**config.mk**
```make
export PLATFORM = sky130hd
export DESIGN_NAME = adc_power_down_sequencer
export DESIGN_NICKNAME = d
export VERILOG_FILES = /design/src/adc_pd_pkg.sv /design/src/sleep_timer.sv /design/src/adc_power_down_sequencer.sv
export SDC_FILE = /design/constraint.sdc
export NUM_CORES = 1
export LEC_CHECK = 0
export ABC_AREA = 1
export BUFFER_PORTS_ARGS = -buffer_cell sky130_fd_sc_hd__buf_2
export CORE_ASPECT_RATIO = 1.5
export CORE_MARGIN = 2
export CORE_UTILIZATION = 39
export CTS_BUF_LIST = sky130_fd_sc_hd__clkbuf_16
export DETAILED_ROUTE_END_ITERATION = 8
export GPL_TIMING_DRIVEN = 0
export HOLD_SLACK_MARGIN = 0.12
export MAX_ROUTING_LAYER = met4
export PLACE_DENSITY = 0.66
export SLEW_MARGIN = 20
export SYNTH_ARGS = -nofsm -noshare
export SYNTH_HDL_FRONTEND = slang
export SYNTH_SLANG_ARGS = --single-unit
```
**constraint.sdc**
```tcl
create_clock -name clk -period 2.42 [get_ports clk]
set_input_delay 0.605 -clock clk [delete_from_list [all_inputs] [get_ports clk]]
set_output_delay 0.605 -clock clk [all_outputs]
set_load 0.005 [all_outputs]
```
**src/adc_pd_pkg.sv**
```systemverilog
// shared constants and types for the adc power-down control logic
package adc_pd_pkg;

   // register offsets on the control port
   localparam logic [7:0] OFS_POWER_MODE = 8'h06;
   localparam logic [7:0] OFS_GAIN_1A = 8'h2B;
   localparam logic [7:0] OFS_GAIN_1B = 8'h2C;
   localparam logic [7:0] OFS_GAIN_2A = 8'h33;
   localparam logic [7:0] OFS_GAIN_2B = 8'h34;
   localparam logic [7:0] OFS_EVENT = 8'h36;

   // power_mode_control field positions, msb downward
   localparam int PWR_ULTRALOW_BIT = 7;
   localparam int PWR_LOW_BIT = 6;
   localparam int PWR_CLAMP_BIT = 5;
   localparam int PWR_THERM_OFF_BIT = 4;
   localparam logic [7:0] PWR_RESERVED_MASK = 8'h0F;

   // event_flags field positions
   localparam int EV_SLEEP_DONE = 7;
   localparam int EV_THERM_TRIP = 6;
   localparam int EV_SYNC_DONE = 5;
   localparam int EV_OVR_2B = 4;
   localparam int EV_OVR_2A = 3;
   localparam int EV_OVR_1B = 2;
   localparam int EV_OVR_1A = 1;
   localparam int EV_MUTE_PIN = 0;

   // codes and reset values
   localparam logic [7:0] MUTE_CODE = 8'h80;
   localparam logic [7:0] RST_POWER_MODE = 8'h00;
   localparam logic [7:0] RST_GAIN = 8'h00;
   localparam logic [7:0] RST_EVENT = 8'h00;
   localparam logic [7:0] RST_READ_DATA = 8'h00;

   // time for the analog core to wind down after a sleep request
   localparam int CLK_PERIOD_NS = 8;
   localparam int SLEEP_SETTLE_NS = 2000;
   localparam int SLEEP_SETTLE_CYC =
      (SLEEP_SETTLE_NS + CLK_PERIOD_NS - 1) / CLK_PERIOD_NS;

   // one access on the control port
   typedef struct packed
   {
      logic [7:0] addr;   // register offset
      logic [7:0] wdata;  // write value
      logic wr;           // write strobe
      logic rd;           // read strobe
   } reg_req_t;

   // answer to a read
   typedef struct packed
   {
      logic [7:0] data;   // read value
      logic valid;        // one-cycle pulse
   } reg_rsp_t;

   typedef enum logic [1:0] {AWAKE, DRAINING, ASLEEP} sleep_state_t;

   // channel index of a gain register, bit 2 set when the offset is a gain
   function automatic logic [2:0] gain_index(input logic [7:0] addr);
      case (addr)
         OFS_GAIN_1A: gain_index = 3'h4;
         OFS_GAIN_1B: gain_index = 3'h5;
         OFS_GAIN_2A: gain_index = 3'h6;
         OFS_GAIN_2B: gain_index = 3'h7;
         default: gain_index = 3'h0;
      endcase
   endfunction : gain_index

endpackage : adc_pd_pkg

```
**src/sleep_timer.sv**
```systemverilog
// wind-down timer: reports the core asleep once a request has settled
`timescale 1ns/1ps
module sleep_timer
   import adc_pd_pkg::*;
#(
   parameter int SETTLE = SLEEP_SETTLE_CYC
)
(
   input wire logic clk,        // system clock
   input wire logic rstn,       // async reset, active low
   input wire logic sleep_req,  // a power-down request bit is set
   output logic asleep          // analog core has powered down
);

   typedef struct packed
   {
      sleep_state_t st;   // wind-down phase
      logic [15:0] cnt;   // settle cycles spent
      logic asleep;       // completion level
   } timer_state_t;

   timer_state_t s;
   timer_state_t next_s;
   logic [15:0] held;   // helper: cycles the request has been held

   // phase walk; dropping the request at any point wakes the core
   always_comb
   begin
      next_s = s;
      case (s.st)
         AWAKE:
         begin
            next_s.cnt = 16'h0000;
            if (sleep_req)
               next_s.st = DRAINING;
         end
         DRAINING:
         begin
            if (!sleep_req)
               next_s.st = AWAKE;
            else if (s.cnt == 16'(SETTLE - 1))
            begin
               next_s.st = ASLEEP;   // only now is it fully down
               next_s.asleep = 1'b1;
            end
            else
               next_s.cnt = s.cnt + 16'h0001;
         end
         ASLEEP:
         begin
            if (!sleep_req)
            begin
               next_s.st = AWAKE;
               next_s.asleep = 1'b0;
            end
         end
         default: next_s.st = AWAKE;
      endcase
   end

   // state register
   always_ff @(posedge clk or negedge rstn)
   begin
      if (!rstn)
         s <= '{st: AWAKE, cnt: 16'h0000, asleep: 1'b0};
      else
         s <= next_s;
   end

   assign asleep = s.asleep;

   // helper count for the settle check
   always_ff @(posedge clk or negedge rstn)
   begin
      if (!rstn)
         held <= 16'h0000;
      else if (!sleep_req)
         held <= 16'h0000;
      else if (held != 16'hFFFF)
         held <= held + 16'h0001;
   end

   a_settle_time: assert property (
      @(posedge clk) disable iff (!rstn)
      $rose(asleep) |-> held >= 16'(SETTLE))
      else $error("asleep rose before the settle time");

endmodule : sleep_timer

```
**src/adc_power_down_sequencer.sv**
```systemverilog
// power-down control, channel mute and event flags of the quad adc
`timescale 1ns/1ps
// Contract
// - gain code 0x80 mutes that channel output
// - reading event_flags clears the completion flag
// - power control bits ulp, lp, clamp, thermal
// - completion flag sets only when fully down
// - flags report thermal, sync, overrange, mute pin
// - writing 0xB0 clamps the filter capacitor pin
module adc_power_down_sequencer
   import adc_pd_pkg::*;
#(
   parameter int SAMPLE_W = 24,             // audio word width
   parameter int SETTLE = SLEEP_SETTLE_CYC  // wind-down cycles
)
(
   input wire logic clk,                    // 125 mhz system clock
   input wire logic rstn,                   // async reset, active low
   input reg_req_t reg_req,                 // control port access
   output reg_rsp_t reg_rsp,                // read answer
   input wire logic thermal_trip_in,        // thermal sense tripped
   input wire logic sync_done_in,           // multichip sync finished
   input wire logic [3:0] overrange_in,     // 1a,1b,2a,2b overrange
   input wire logic mute_pin_in,            // mute pin asserted
   input wire logic sample_valid_in,        // new sample on all channels
   input wire logic [3:0][SAMPLE_W-1:0] sample_in,    // decimator data
   output logic sample_valid_out,           // registered sample strobe
   output logic [3:0][SAMPLE_W-1:0] sample_out,       // channel data
   output logic filter_cap_clamp,           // filter_cap_pin to ground
   output logic thermal_sense_en,           // thermal sense powered
   output logic core_powered                // analog core running
);

   typedef struct packed
   {
      logic [3:0][7:0] gain;               // 1a,1b,2a,2b gain codes
      logic [7:0] power_mode;              // power_mode_control
      logic [7:0] flags;                   // event_flags
      reg_rsp_t rsp;                       // read answer
      logic asleep_q;                      // completion seen last cycle
      logic valid_o;                       // sample strobe out
      logic [3:0][SAMPLE_W-1:0] data_o;    // sample data out
      logic clamp_o;                       // clamp drive
      logic therm_o;                       // thermal sense enable
      logic core_o;                        // core power enable
   } core_state_t;

   core_state_t s;
   core_state_t next_s;
   logic asleep;          // timer says the device is down
   logic sleep_req;       // either power-down request bit
   logic [7:0] set_vec;   // events arriving this cycle
   logic status_read;     // this cycle reads event_flags
   logic [2:0] gidx;      // decoded gain register

   assign sleep_req = s.power_mode[PWR_ULTRALOW_BIT] |
                      s.power_mode[PWR_LOW_BIT];

   // wind-down timing lives apart so its count can be shortened
   sleep_timer #(
      .SETTLE(SETTLE)
   ) sleep_timer_inst (
      .clk(clk),
      .rstn(rstn),
      .sleep_req(sleep_req),
      .asleep(asleep)
   );

   assign gidx = gain_index(reg_req.addr);
   assign status_read = reg_req.rd && (reg_req.addr == OFS_EVENT);

   // event sources, sampled as level each cycle; completion as a rising edge
   always_comb
   begin
      set_vec = 8'h00;
      set_vec[EV_SLEEP_DONE] = asleep & ~s.asleep_q;  // rising edge
      set_vec[EV_THERM_TRIP] = thermal_trip_in;
      set_vec[EV_SYNC_DONE] = sync_done_in;
      set_vec[EV_OVR_1A] = overrange_in[0];
      set_vec[EV_OVR_1B] = overrange_in[1];
      set_vec[EV_OVR_2A] = overrange_in[2];
      set_vec[EV_OVR_2B] = overrange_in[3];
      set_vec[EV_MUTE_PIN] = mute_pin_in;
   end

   // register writes, reads, flags and the data path
   always_comb
   begin
      next_s = s;
      next_s.asleep_q = asleep;
      next_s.rsp.valid = 1'b0;
      // writes; reserved power bits are never stored
      if (reg_req.wr)
      begin
         if (reg_req.addr == OFS_POWER_MODE)
            next_s.power_mode = reg_req.wdata & ~PWR_RESERVED_MASK;
         else if (gidx[2])
            next_s.gain[gidx[1:0]] = reg_req.wdata;
      end
      // reads answer one cycle later; unmapped offsets read zero
      if (reg_req.rd)
      begin
         next_s.rsp.valid = 1'b1;
         if (reg_req.addr == OFS_POWER_MODE)
            next_s.rsp.data = s.power_mode;
         else if (gidx[2])
            next_s.rsp.data = s.gain[gidx[1:0]];
         else if (status_read)
            next_s.rsp.data = s.flags;
         else
            next_s.rsp.data = RST_READ_DATA;
      end
      // read clears, but a same-cycle event still sets
      next_s.flags = (status_read ? RST_EVENT : s.flags) | set_vec;
      // mute code forces zero; sleeping core outputs zero too
      next_s.valid_o = sample_valid_in & ~asleep;
      if (sample_valid_in)
      begin
         for (int c = 0; c < 4; c++)
            next_s.data_o[c] = (s.gain[c] == MUTE_CODE || asleep) ?
                               '0 : sample_in[c];
      end
      // clamp and thermal drives follow the stored control byte; core power follows the timer
      next_s.clamp_o = next_s.power_mode[PWR_CLAMP_BIT];
      next_s.therm_o = ~next_s.power_mode[PWR_THERM_OFF_BIT];
      next_s.core_o = ~asleep;
   end

   // state register
   always_ff @(posedge clk or negedge rstn)
   begin
      if (!rstn)
      begin
         s <= '0;
         s.gain <= {4{RST_GAIN}};
         s.power_mode <= RST_POWER_MODE;
         s.flags <= RST_EVENT;
         s.therm_o <= ~RST_POWER_MODE[PWR_THERM_OFF_BIT];
         s.core_o <= 1'b1;
      end
      else
         s <= next_s;
   end

   assign reg_rsp = s.rsp;
   assign sample_valid_out = s.valid_o;
   assign sample_out = s.data_o;
   assign filter_cap_clamp = s.clamp_o;
   assign thermal_sense_en = s.therm_o;
   assign core_powered = s.core_o;

   a_mute_zero: assert property (
      @(posedge clk) disable iff (!rstn)
      sample_valid_in && s.gain[0] == MUTE_CODE |=> sample_out[0] == '0)
      else $error("muted channel passed data");

   a_read_clears: assert property (
      @(posedge clk) disable iff (!rstn)
      status_read && set_vec == 8'h00 |=> s.flags == 8'h00)
      else $error("status read did not clear flags");

   a_read_answer: assert property (
      @(posedge clk) disable iff (!rstn)
      status_read |=> reg_rsp.valid && reg_rsp.data == $past(s.flags))
      else $error("status read answered wrong");

   a_reserved_zero: assert property (
      @(posedge clk) disable iff (!rstn)
      (s.power_mode & PWR_RESERVED_MASK) == 8'h00)
      else $error("reserved power bits set");

   a_done_when_down: assert property (
      @(posedge clk) disable iff (!rstn)
      $rose(s.flags[EV_SLEEP_DONE]) |-> $past(asleep) && sleep_req)
      else $error("completion flag without power down");

   a_done_sticky: assert property (
      @(posedge clk) disable iff (!rstn)
      s.flags[EV_SLEEP_DONE] && !status_read |=> s.flags[EV_SLEEP_DONE])
      else $error("completion flag dropped without a read");

   a_overrange_seen: assert property (
      @(posedge clk) disable iff (!rstn)
      overrange_in[0] ##1 !status_read |=> s.flags[EV_OVR_1A])
      else $error("overrange event lost");

   a_clamp_follows: assert property (
      @(posedge clk) disable iff (!rstn)
      reg_req.wr && reg_req.addr == OFS_POWER_MODE
      |=> filter_cap_clamp == $past(reg_req.wdata[PWR_CLAMP_BIT]))
      else $error("clamp pin did not follow control write");

   // thermal sense must power off with bit 4 of the control byte
   a_therm_follows: assert property (
      @(posedge clk) disable iff (!rstn)
      reg_req.wr && reg_req.addr == OFS_POWER_MODE
      |=> thermal_sense_en == !$past(reg_req.wdata[PWR_THERM_OFF_BIT]))
      else $error("thermal sense enable did not follow control write");

   // the last channel is guarded too, so an index slip shows up
   a_mute_last: assert property (
      @(posedge clk) disable iff (!rstn)
      sample_valid_in && s.gain[3] == MUTE_CODE |=> sample_out[3] == '0)
      else $error("muted channel 2b passed data");

   // core power and completion flag change on the same edge
   a_core_down_flag: assert property (
      @(posedge clk) disable iff (!rstn)
      $fell(core_powered) |-> s.flags[EV_SLEEP_DONE])
      else $error("core powered down without completion flag");

   // a sleeping core must not emit sample strobes
   a_sleep_silent: assert property (
      @(posedge clk) disable iff (!rstn)
      !core_powered |-> !sample_valid_out)
      else $error("sample strobe while the core is down");

   // a thermal trip is latched even with the sense circuit off
   a_trip_seen: assert property (
      @(posedge clk) disable iff (!rstn)
      thermal_trip_in |=> s.flags[EV_THERM_TRIP])
      else $error("thermal trip event lost");

endmodule : adc_power_down_sequencer

```
==> summary.md, run 1 <==
| Metric | Value |
|---|---|
| Clk buf depth | 2 |
| Dpl cells | 1536 |
| Layout cells sized above 1 | 0.337 |
| Leak | around 5.9 nW |
| Yosys reg bits | roughly 170 |
| Total die area | around 0.023 mm^2 |
| Max-Cap Viols | 0 |
| Post-synth top cells | 339 x nand2_1, 170 x dfrtp_1, 123 x nand3_1, 107 x buf_4, 55 x inv_1 |
| Post-Syn Area | around 0.0086 mm^2 |
| EDFF count, synth | 0 |
| Gate power share | 0.147 |
| Fill cell count | around 2100 |
| Worst relative slew slack | 0.559 |
| TritonCTS clock tree | built |
| Largest area contributor in the netlist | dfrtp_1 |
| Placer Congestion | just under 1 |
| Mean post-synth cell area | 8.36 um^2 |
| Final hold vios | 0 |
| Top post-synthesis cells by area | dfrtp_1 49%, nand2_1 15%, buf_4 9.3%, nand3_1 7.2%, inv_1 2.4% |
| Gr ovfl total | 0 |
| Skew final | ~0.0098 ns |
| Largest net degree at the start of global routing | between 90 and 100 |
| Crit path to | sample_out[88] |
| Number of CTS-inserted buffers | 17 |
| WL final | between 20000 and 25000 um |
| Clock Sinks | around 170 |
| CP Launch Point | sleep_timer_inst.asleep |
| DRC | 0 |
| Initial Util | 0.396 |
| Synth top area share | 0.494 |
| Syn Inst Count | slightly above 1000 |
| Final #Nets | ~1400 |
| Die Wd | 125 um |
| PD cells | about 650 mW/mm^2 |
| Clock Power Share | 0.401 |
| Max Slew Vio Count | 0 |
| Sw Ratio | 0.249 |
| Via density | approximately 4.8 |
| Status | complete, no violations |
| Sequential element share of the synthesized area | 0.500 |
| Crit end category | register |
| First-pass GRT wire length | 37500 um |
| Io pins | about 230 |
| Crit path time final | 1.83 ns |
| Max Freq | 547 MHz |
| Yosys warnings | 0 |
| R2R setup slack | 0.59 ns |
| RSZ-0062 raised after global routing | no |
| Main synth FF type | dfrtp_1 |
| CP Class | reg -> reg |
| H-tree Lvls | 4 |
| Count leader, synth | nand2_1 |
| Sw Pwr | between 1.5 and 2 mW |
| Placeable Area | 0.0217 mm^2 |
| Worst r2r src | sleep_timer_inst.asleep |
| Final Worst Setup Slack | 0.592 ns |
| First-pass iteration count of the detailed router | 5 |
| Initial drt markers | between 300 and 400 |
| Row count | 66 |
| DR vias | approximately 7500 |
| Crit path DAT | around 2.2 ns |
| Root Driver | clkbuf_16 |
| R2R Path End | sample_out[88] |
| Worst-margin pin slew | 0.659 ns |
| Clk_lat worst skew | approximately 0.43 ns |
| Post-DP HPWL | 18500 um |
| Hold Buf Count CTS | 1 |
| I/O Buffers | ~230 |
| Hold Crit Class | in -> reg |
| Setup WS pre-CTS | about 0.12 ns |
| Post_cts resized | 0 |
| Number of standard cells in the layout, taps in and fillers out | between 1500 and 2000 |
| Vias in the first global route | between 7000 and 8000 |
| Global-route usage over all layers | 0.210 |
| Worst EP required | 2.78 ns |
| Area occupied by multi-input gates | just over 0.003 mm^2 |
| Post-synth net total | about 1200 |
| CTS clk-pin slew, worst paths | roughly 0.060 ns |
| Async set or reset register ratio after synthesis | 1.00 |
| Die H | about 190 um |
| Worst vdd ir | approximately 0.00048 V |
| Reg2Reg Depth | 5 |
| Postcts setup bufs | 0 |
| Sequential share of power | 0.452 |
| Area growth, synth to finish | 25.3% |
| CP Max Fanout | 10 |
| Initial antenna violation count | 0 |
| Period utilisation layout | 0.755 |
| Post-route ant nets | 0 |
| Final core occ | 0.497 |
| Crit start category | register |
| Unique masters post-synth | 38 |
| Routed len/inst | approximately 15 um |
| Setup tns final | 0 ns |
| P_int | around 5.3 mW |
| Register area | approximately 0.0043 mm^2 |
| # setup viols final | 0 |
-- power groups by stage --
stage / Sequential (mW) / Combinational (mW) / Clock [mW]
floorplan: 3.21 / 0.588 / 0
global placement: 3.23 / 1.02 / 0
detailed placement: 3.23 / 1.05 / 0
CTS: 3.18 / 1.05 / 2.90
global route: 3.21 / 1.15 / 3.00
finish: 3.18 / 1.03 / 2.82
-- worst max-delay path, stage by stage, from the launching register on --
cell and delay (ns):
dfrtp_1 0.42, nor2_1 0.54, buf_2 0.34, buf_2 0.26, nand3_1 0.10, nand2_1 0.10
-- metal layers --
metal | routed length (um) | GRT usage | up-vias
met5 | 0 | - | -
met4 | 698 | 0.0822 | 0
met3 | 1010 | 0.0382 | 49
met2 | 12700 | 0.381 | 222
met1 | 9200 | 0.228 | 3549
li1 | - | - | 3698
-- cell families after synthesis --
logic type,share of synthesized area
and+or+nand+nor,0.295
buffers and inverters,0.140
DFF,0.500
xor gates and xnor gates,0.0112
AOI/OAI and AO/OA,0.0504
adders and majority gates,0.00291
-- cell usage in the layout (no fill, tap or decap), types with 3 or more instances in the layout --
cell type	count
nand3_1	123
o21bai_1	7
xor2_1	11
buf_6	4
o21a_1	4
clkbuf_1	24
nor2_1	50
inv_2	5
nor2_4	4
nor3_1	16
buf_4	107
clkbuf_16	17
nand4_1	7
nor4_1	7
nor2_2	4
nand2_1	339
nand2_2	11
nand3b_1	3
o21ai_0	23
o21ai_1	9
dfrtp_1	170
inv_1	56
o21ai_2	19
clkinv_2	4
bufinv_16	4
buf_2	238
-- per-stage QoR --
stage / hold WS (ns) / cell area (um^2) / total power, mW
final: 0.371 / 10800 / 7.04
after global routing: 0.364 / 10800 / 7.36
after CTS: 0.344 / 10800 / 7.13
after detailed placement: 0.438 / 10200 / 4.28
after global placement: 0.417 / 10100 / 4.25
after floorplan: 0.309 / 8610 / 3.79
-- cell type report --
type,instances,share of cell area
Sequential cell,172,0.399
Clock inverter,13,0.0161
Clock buffer,17,0.0394
Antenna cell,1,0.000232
Buffer,143,0.0906
Timing Repair Buffer,235,0.115
Multi-Input combinational cell,654,0.287
Tap cell,272,0.0316
Inverter,61,0.0212
-- flip-flops by register name, indices dropped and copies added (netlist names) --
register                 count
core_powered                 1
reg_rsp                      9
s                           45
sample_out                  96
sample_valid_out             1
sleep_timer_inst.asleep      1
sleep_timer_inst.s          18
thermal_sense_en             1
-- worst min-delay path by stage --
stage                                        from    endpoint  slack (ns)  cells after the start
final                                 mute_pin_in      s[110]        0.37                      2
after CTS                             mute_pin_in      s[110]        0.34                      2
after global placement                     s[100]      s[117]        0.42                      1
after global routing              overrange_in[2]      s[113]        0.36                      2
after detailed placement  sleep_timer_inst.asleep      s[100]        0.44                      0
after floorplan                              rstn  reg_rsp[0]        0.31                      0
(Power assumes the default switching activity.)
==> run 2: changes to the inputs <==
--- a/config.mk
+++ b/config.mk
@@ -5,7 +5,7 @@
 export SDC_FILE = /design/constraint.sdc
 export NUM_CORES = 1
 export LEC_CHECK = 0
-export ABC_AREA = 1
+export ABC_AREA = 0
 export BUFFER_PORTS_ARGS = -buffer_cell sky130_fd_sc_hd__buf_2
 export CORE_ASPECT_RATIO = 1.5
 export CORE_MARGIN = 2
@@ -15,7 +15,7 @@
 export GPL_TIMING_DRIVEN = 0
 export HOLD_SLACK_MARGIN = 0.12
 export MAX_ROUTING_LAYER = met4
-export PLACE_DENSITY = 0.66
+export PLACE_DENSITY = 0.69
 export SLEW_MARGIN = 20
 export SYNTH_ARGS = -nofsm -noshare
 export SYNTH_HDL_FRONTEND = slang
==> constraint.sdc (replaced) <==
create_clock -name clk -period 1.6 [get_ports clk]
set_input_delay 0.4 -clock clk [delete_from_list [all_inputs] [get_ports clk]]
set_output_delay 0.4 -clock clk [all_outputs]
set_load 0.005 [all_outputs]
==> run 2 against run 1 <==
The flow now finishes with violations (setup timing). Critical endpoint is now sleep_timer_inst.s[16]. Fmax down 7.0%. Largest cell class unchanged. Sequential power up 53%. Clock skew about the same.
==> summary.md, run 2 <==
| Metric | Value |
|---|---|
| Status | finished, violations left (was complete, no violations) |
| Failing checks | setup timing |
| Sequential share of power | 0.450 (was 0.452) |
| CP Max Fanout | 4 (was 10) |
| Clk buf depth | 2 (unchanged) |
| WL final | 21800 um (was 23600 um) |
| Period utilisation layout | 1.23 (was 0.755) |
| Post-synth top cells | 170 x dfrtp_1, 117 x nand2_1, 107 x o21ai_0, 106 x buf_4, 106 x inv_1 (was 339 x nand2_1, 170 x dfrtp_1, 123 x nand3_1, 107 x buf_4, 55 x inv_1) |
| Most frequent cells in the layout | 226 x buf_2, 162 x dfrtp_1, 137 x buf_4, 116 x nand2_1, 103 x inv_1 (was 339 x nand2_1, 238 x buf_2, 170 x dfrtp_1, 123 x nand3_1, 107 x buf_4) |
| Leak | 5.75 nW (was 5.92 nW) |
| Via density | 4.77 (was 4.79) |
| Number of standard cells in the layout, taps in and fillers out | 1404 (was 1568) |
| Number of CTS-inserted buffers | 17 (unchanged) |
| Post-Syn Area | 0.00824 mm^2 (was 0.00861 mm^2) |
| H-tree Lvls | 4 (unchanged) |
| Crit start category | register (unchanged) |
| Count leader, synth | dfrtp_1 (was nand2_1) |
| Io pins | 233 (unchanged) |
| Synth top area share | 0.516 (was 0.494) |
| Crit path time final | 1.97 ns (was 1.83 ns) |
| RSZ-0062 raised after global routing | yes (was no) |
| Dpl cells | 1335 (was 1536) |
| Max Freq | 509 MHz (was 547 MHz) |
| Initial antenna violation count | 2 (was 0) |
| Post-route ant nets | 0 (unchanged) |
| Worst vdd ir | 0.000676 V (was 0.000485 V) |
| EDFF count, synth | 0 (unchanged) |
| Row count | 65 (was 66) |
| Max reg flops | 96 (unchanged) |
| Syn Inst Count | 837 (was 1030) |
| Final #Nets | 1247 (was 1410) |
| Clock Sinks | 172 (unchanged) |
| Crit end category | register (unchanged) |
| PD cells | 958 mW/mm^2 (was 652 mW/mm^2) |
| Root Driver | clkbuf_16 (unchanged) |
| Yosys reg bits | 172 (unchanged) |
| Async set or reset register ratio after synthesis | 1.00 (unchanged) |
| P_int | 8.00 mW (was 5.29 mW) |
| Hold Crit Class | in -> reg (unchanged) |
| Final hold vios | 0 (unchanged) |
| Main synth FF type | dfrtp_1 (unchanged) |
| Sw Pwr | 2.80 mW (was 1.75 mW) |
| Gr ovfl total | 0 (unchanged) |
| Skew final | 0.00935 ns (was 0.00976 ns) |
| CTS clk-pin slew, worst paths | 0.07 ns (was 0.06 ns) |
| Die H | 182 um (was 186 um) |
| Total die area | 0.0223 mm^2 (was 0.0233 mm^2) |
| Placeable Area | 0.0209 mm^2 (was 0.0217 mm^2) |
| DRC | 0 (unchanged) |
| Clock Power Share | 0.401 (about the same) |
| Largest net degree at the start of global routing | 91 (was 92) |
| CP Class | reg -> reg (unchanged) |
| TritonCTS clock tree | built (unchanged) |
| R2R setup slack | -0.37 ns (was 0.59 ns) |
| Max-Cap Viols | 0 (unchanged) |
| Mean post-synth cell area | 9.84 um^2 (was 8.36 um^2) |
| First-pass GRT wire length | 34400 um (was 37500 um) |
| I/O Buffers | 229 (was 232) |
| Unique masters post-synth | 63 (was 38) |
| Worst EP required | 1.92 ns (was 2.78 ns) |
| Max Slew Vio Count | 0 (unchanged) |
| Area growth, synth to finish | 36.9% (was 25.3%) |
| Clk_lat worst skew | 0.43 ns (about the same) |
| Tot Pwr | 10.8 mW (was 7.04 mW) |
| Post-synth net total | 963 (was 1156) |
| Final Worst Setup Slack | -0.366 ns (was 0.592 ns) |
| Gate power share | 0.149 (was 0.147) |
| Crit path DAT | 2.29 ns (was 2.19 ns) |
| Post-DP HPWL | 15300 um (was 18500 um) |
| Routed len/inst | 15.5 um (was 15.1 um) |
| Largest area contributor in the netlist | dfrtp_1 (unchanged) |
| Setup WS pre-CTS | -1.07 ns (was 0.124 ns) |
| Global-route usage over all layers | 0.204 (was 0.210) |
| Yosys warnings | 0 (unchanged) |
| Die Wd | 123 um (was 125 um) |
| Top post-synthesis cells by area | dfrtp_1 52%, buf_4 9.7%, o21ai_0 6.5%, nand2_1 5.3%, inv_1 4.8% (was dfrtp_1 49%, nand2_1 15%, buf_4 9.3%, nand3_1 7.2%, inv_1 2.4%) |
| Commonest non-fill, non-tap cell in the layout | buf_2 (was nand2_1) |
| Initial Util | 0.394 (was 0.396) |
| First-pass iteration count of the detailed router | 5 (unchanged) |
| DR vias | 6699 (was 7518) |
| Vias in the first global route | 6921 (was 7228) |
| Placer Congestion | 0.839 (was 0.962) |
| # setup viols final | 34 (was 0) |
| Worst relative slew slack | 0.575 (was 0.559) |
| Sequential element share of the synthesized area | 0.523 (was 0.500) |
| Worst-margin pin slew | 0.638 ns (was 0.659 ns) |
| Sw Ratio | 0.259 (was 0.249) |
| Initial drt markers | 336 (was 379) |
| Layout cells sized above 1 | 0.464 (was 0.337) |
## run 2: cell count changes after synthesis, sizes merged, moves of 33 or more
cell,before,now
nand2,352,117
nand3,126,6
o21ai,51,108
inv,60,106
mux2,0,34
nor2,58,25
## run 2: critical path, cell delays in order, from the launching register on
cell and delay (ns):
dfrtp_2 0.43, ha_4 0.16, nor4b_4 0.13, a41o_4 0.25
a2111oi_4 0.49, a31oi_1 0.17, a41o_1 0.23
## run 2: path summary, 6_finish.rpt
| check | depth (start not counted) | from | endpoint |
|---|---|---|---|
| setup reg to reg | 6 | sleep_timer_inst.s[1] | sleep_timer_inst.s[16] |
| min in group asynchronous | 2 | rstn | s[115] |
| hold reg to reg | 1 | s[100] | s[117] |
| setup / recovery | 6 | sleep_timer_inst.s[1] | sleep_timer_inst.s[16] |
| hold / removal | 2 | overrange_in[3] | s[114] |
| max in group asynchronous | 3 | rstn | sample_out[32] |
## run 2: through the flow
stage          hold WS, ns  instance area, um^2  setup TNS (ns)   util
2_1_floorplan        0.104                 8430          -14.49      -
3_3_place_gp         0.355                 9920         -565.51  0.474
3_5_place_dp         0.361                 9950         -117.53  0.476
4_1_cts              0.124                11100           -4.24  0.532
5_1_grt              0.125                11300           -6.32  0.539
6_report             0.140                11300           -5.00  0.539
## run 2: routing by layer
metal	track usage	wire (um)	up-vias
met1	0.225	8480	3222
met2	0.355	11600	196
li1	-	-	3224
met4	0.0883	796	0
met3	0.0364	831	57
met5	-	0	-
## run 2: cell type report
cell class / count / area (um^2)
timing repair buffer: 269 / 1570
tap: 268 / 335
antenna: 2 / 5.00
buffer: 135 / 963
multi-input combinational: 420 / 3070
clock buffer: 17 / 425
clock inverter: 15 / 185
fill: 1846 / 9630
inverter: 106 / 403
sequential: 172 / 4320
## run 2: timing repair
item | in CTS | in global routing
gates resized for setup | 70 | 39
hold endpoints to repair | 82 | 0
pin swaps | 19 | 22
gates cloned | 1 | 0
endpoints found under the setup margin | 156 | 129
hold buffers | 2 | 0
setup buffers | 26 | 11
## run 2: cell families after synthesis
logic type	share of synthesized area
AOI/OAI and AO/OA	0.136
xor gates and xnor gates	0.0106
adders and majority gates	0.00304
buffers and inverters	0.163
DFF	0.523
muxes	0.0526
and+or+nand+nor	0.112
## run 2: power groups by stage
stage / Clock [mW] / Sequential (mW) / Combinational (mW)
6_report: 4.33 / 4.86 / 1.61
5_1_grt: 4.63 / 4.90 / 1.80
4_1_cts: 4.43 / 4.85 / 1.61
3_5_place_dp: 0 / 4.91 / 1.50
3_3_place_gp: 0 / 4.90 / 1.46
2_1_floorplan: 0 / 4.86 / 0.848
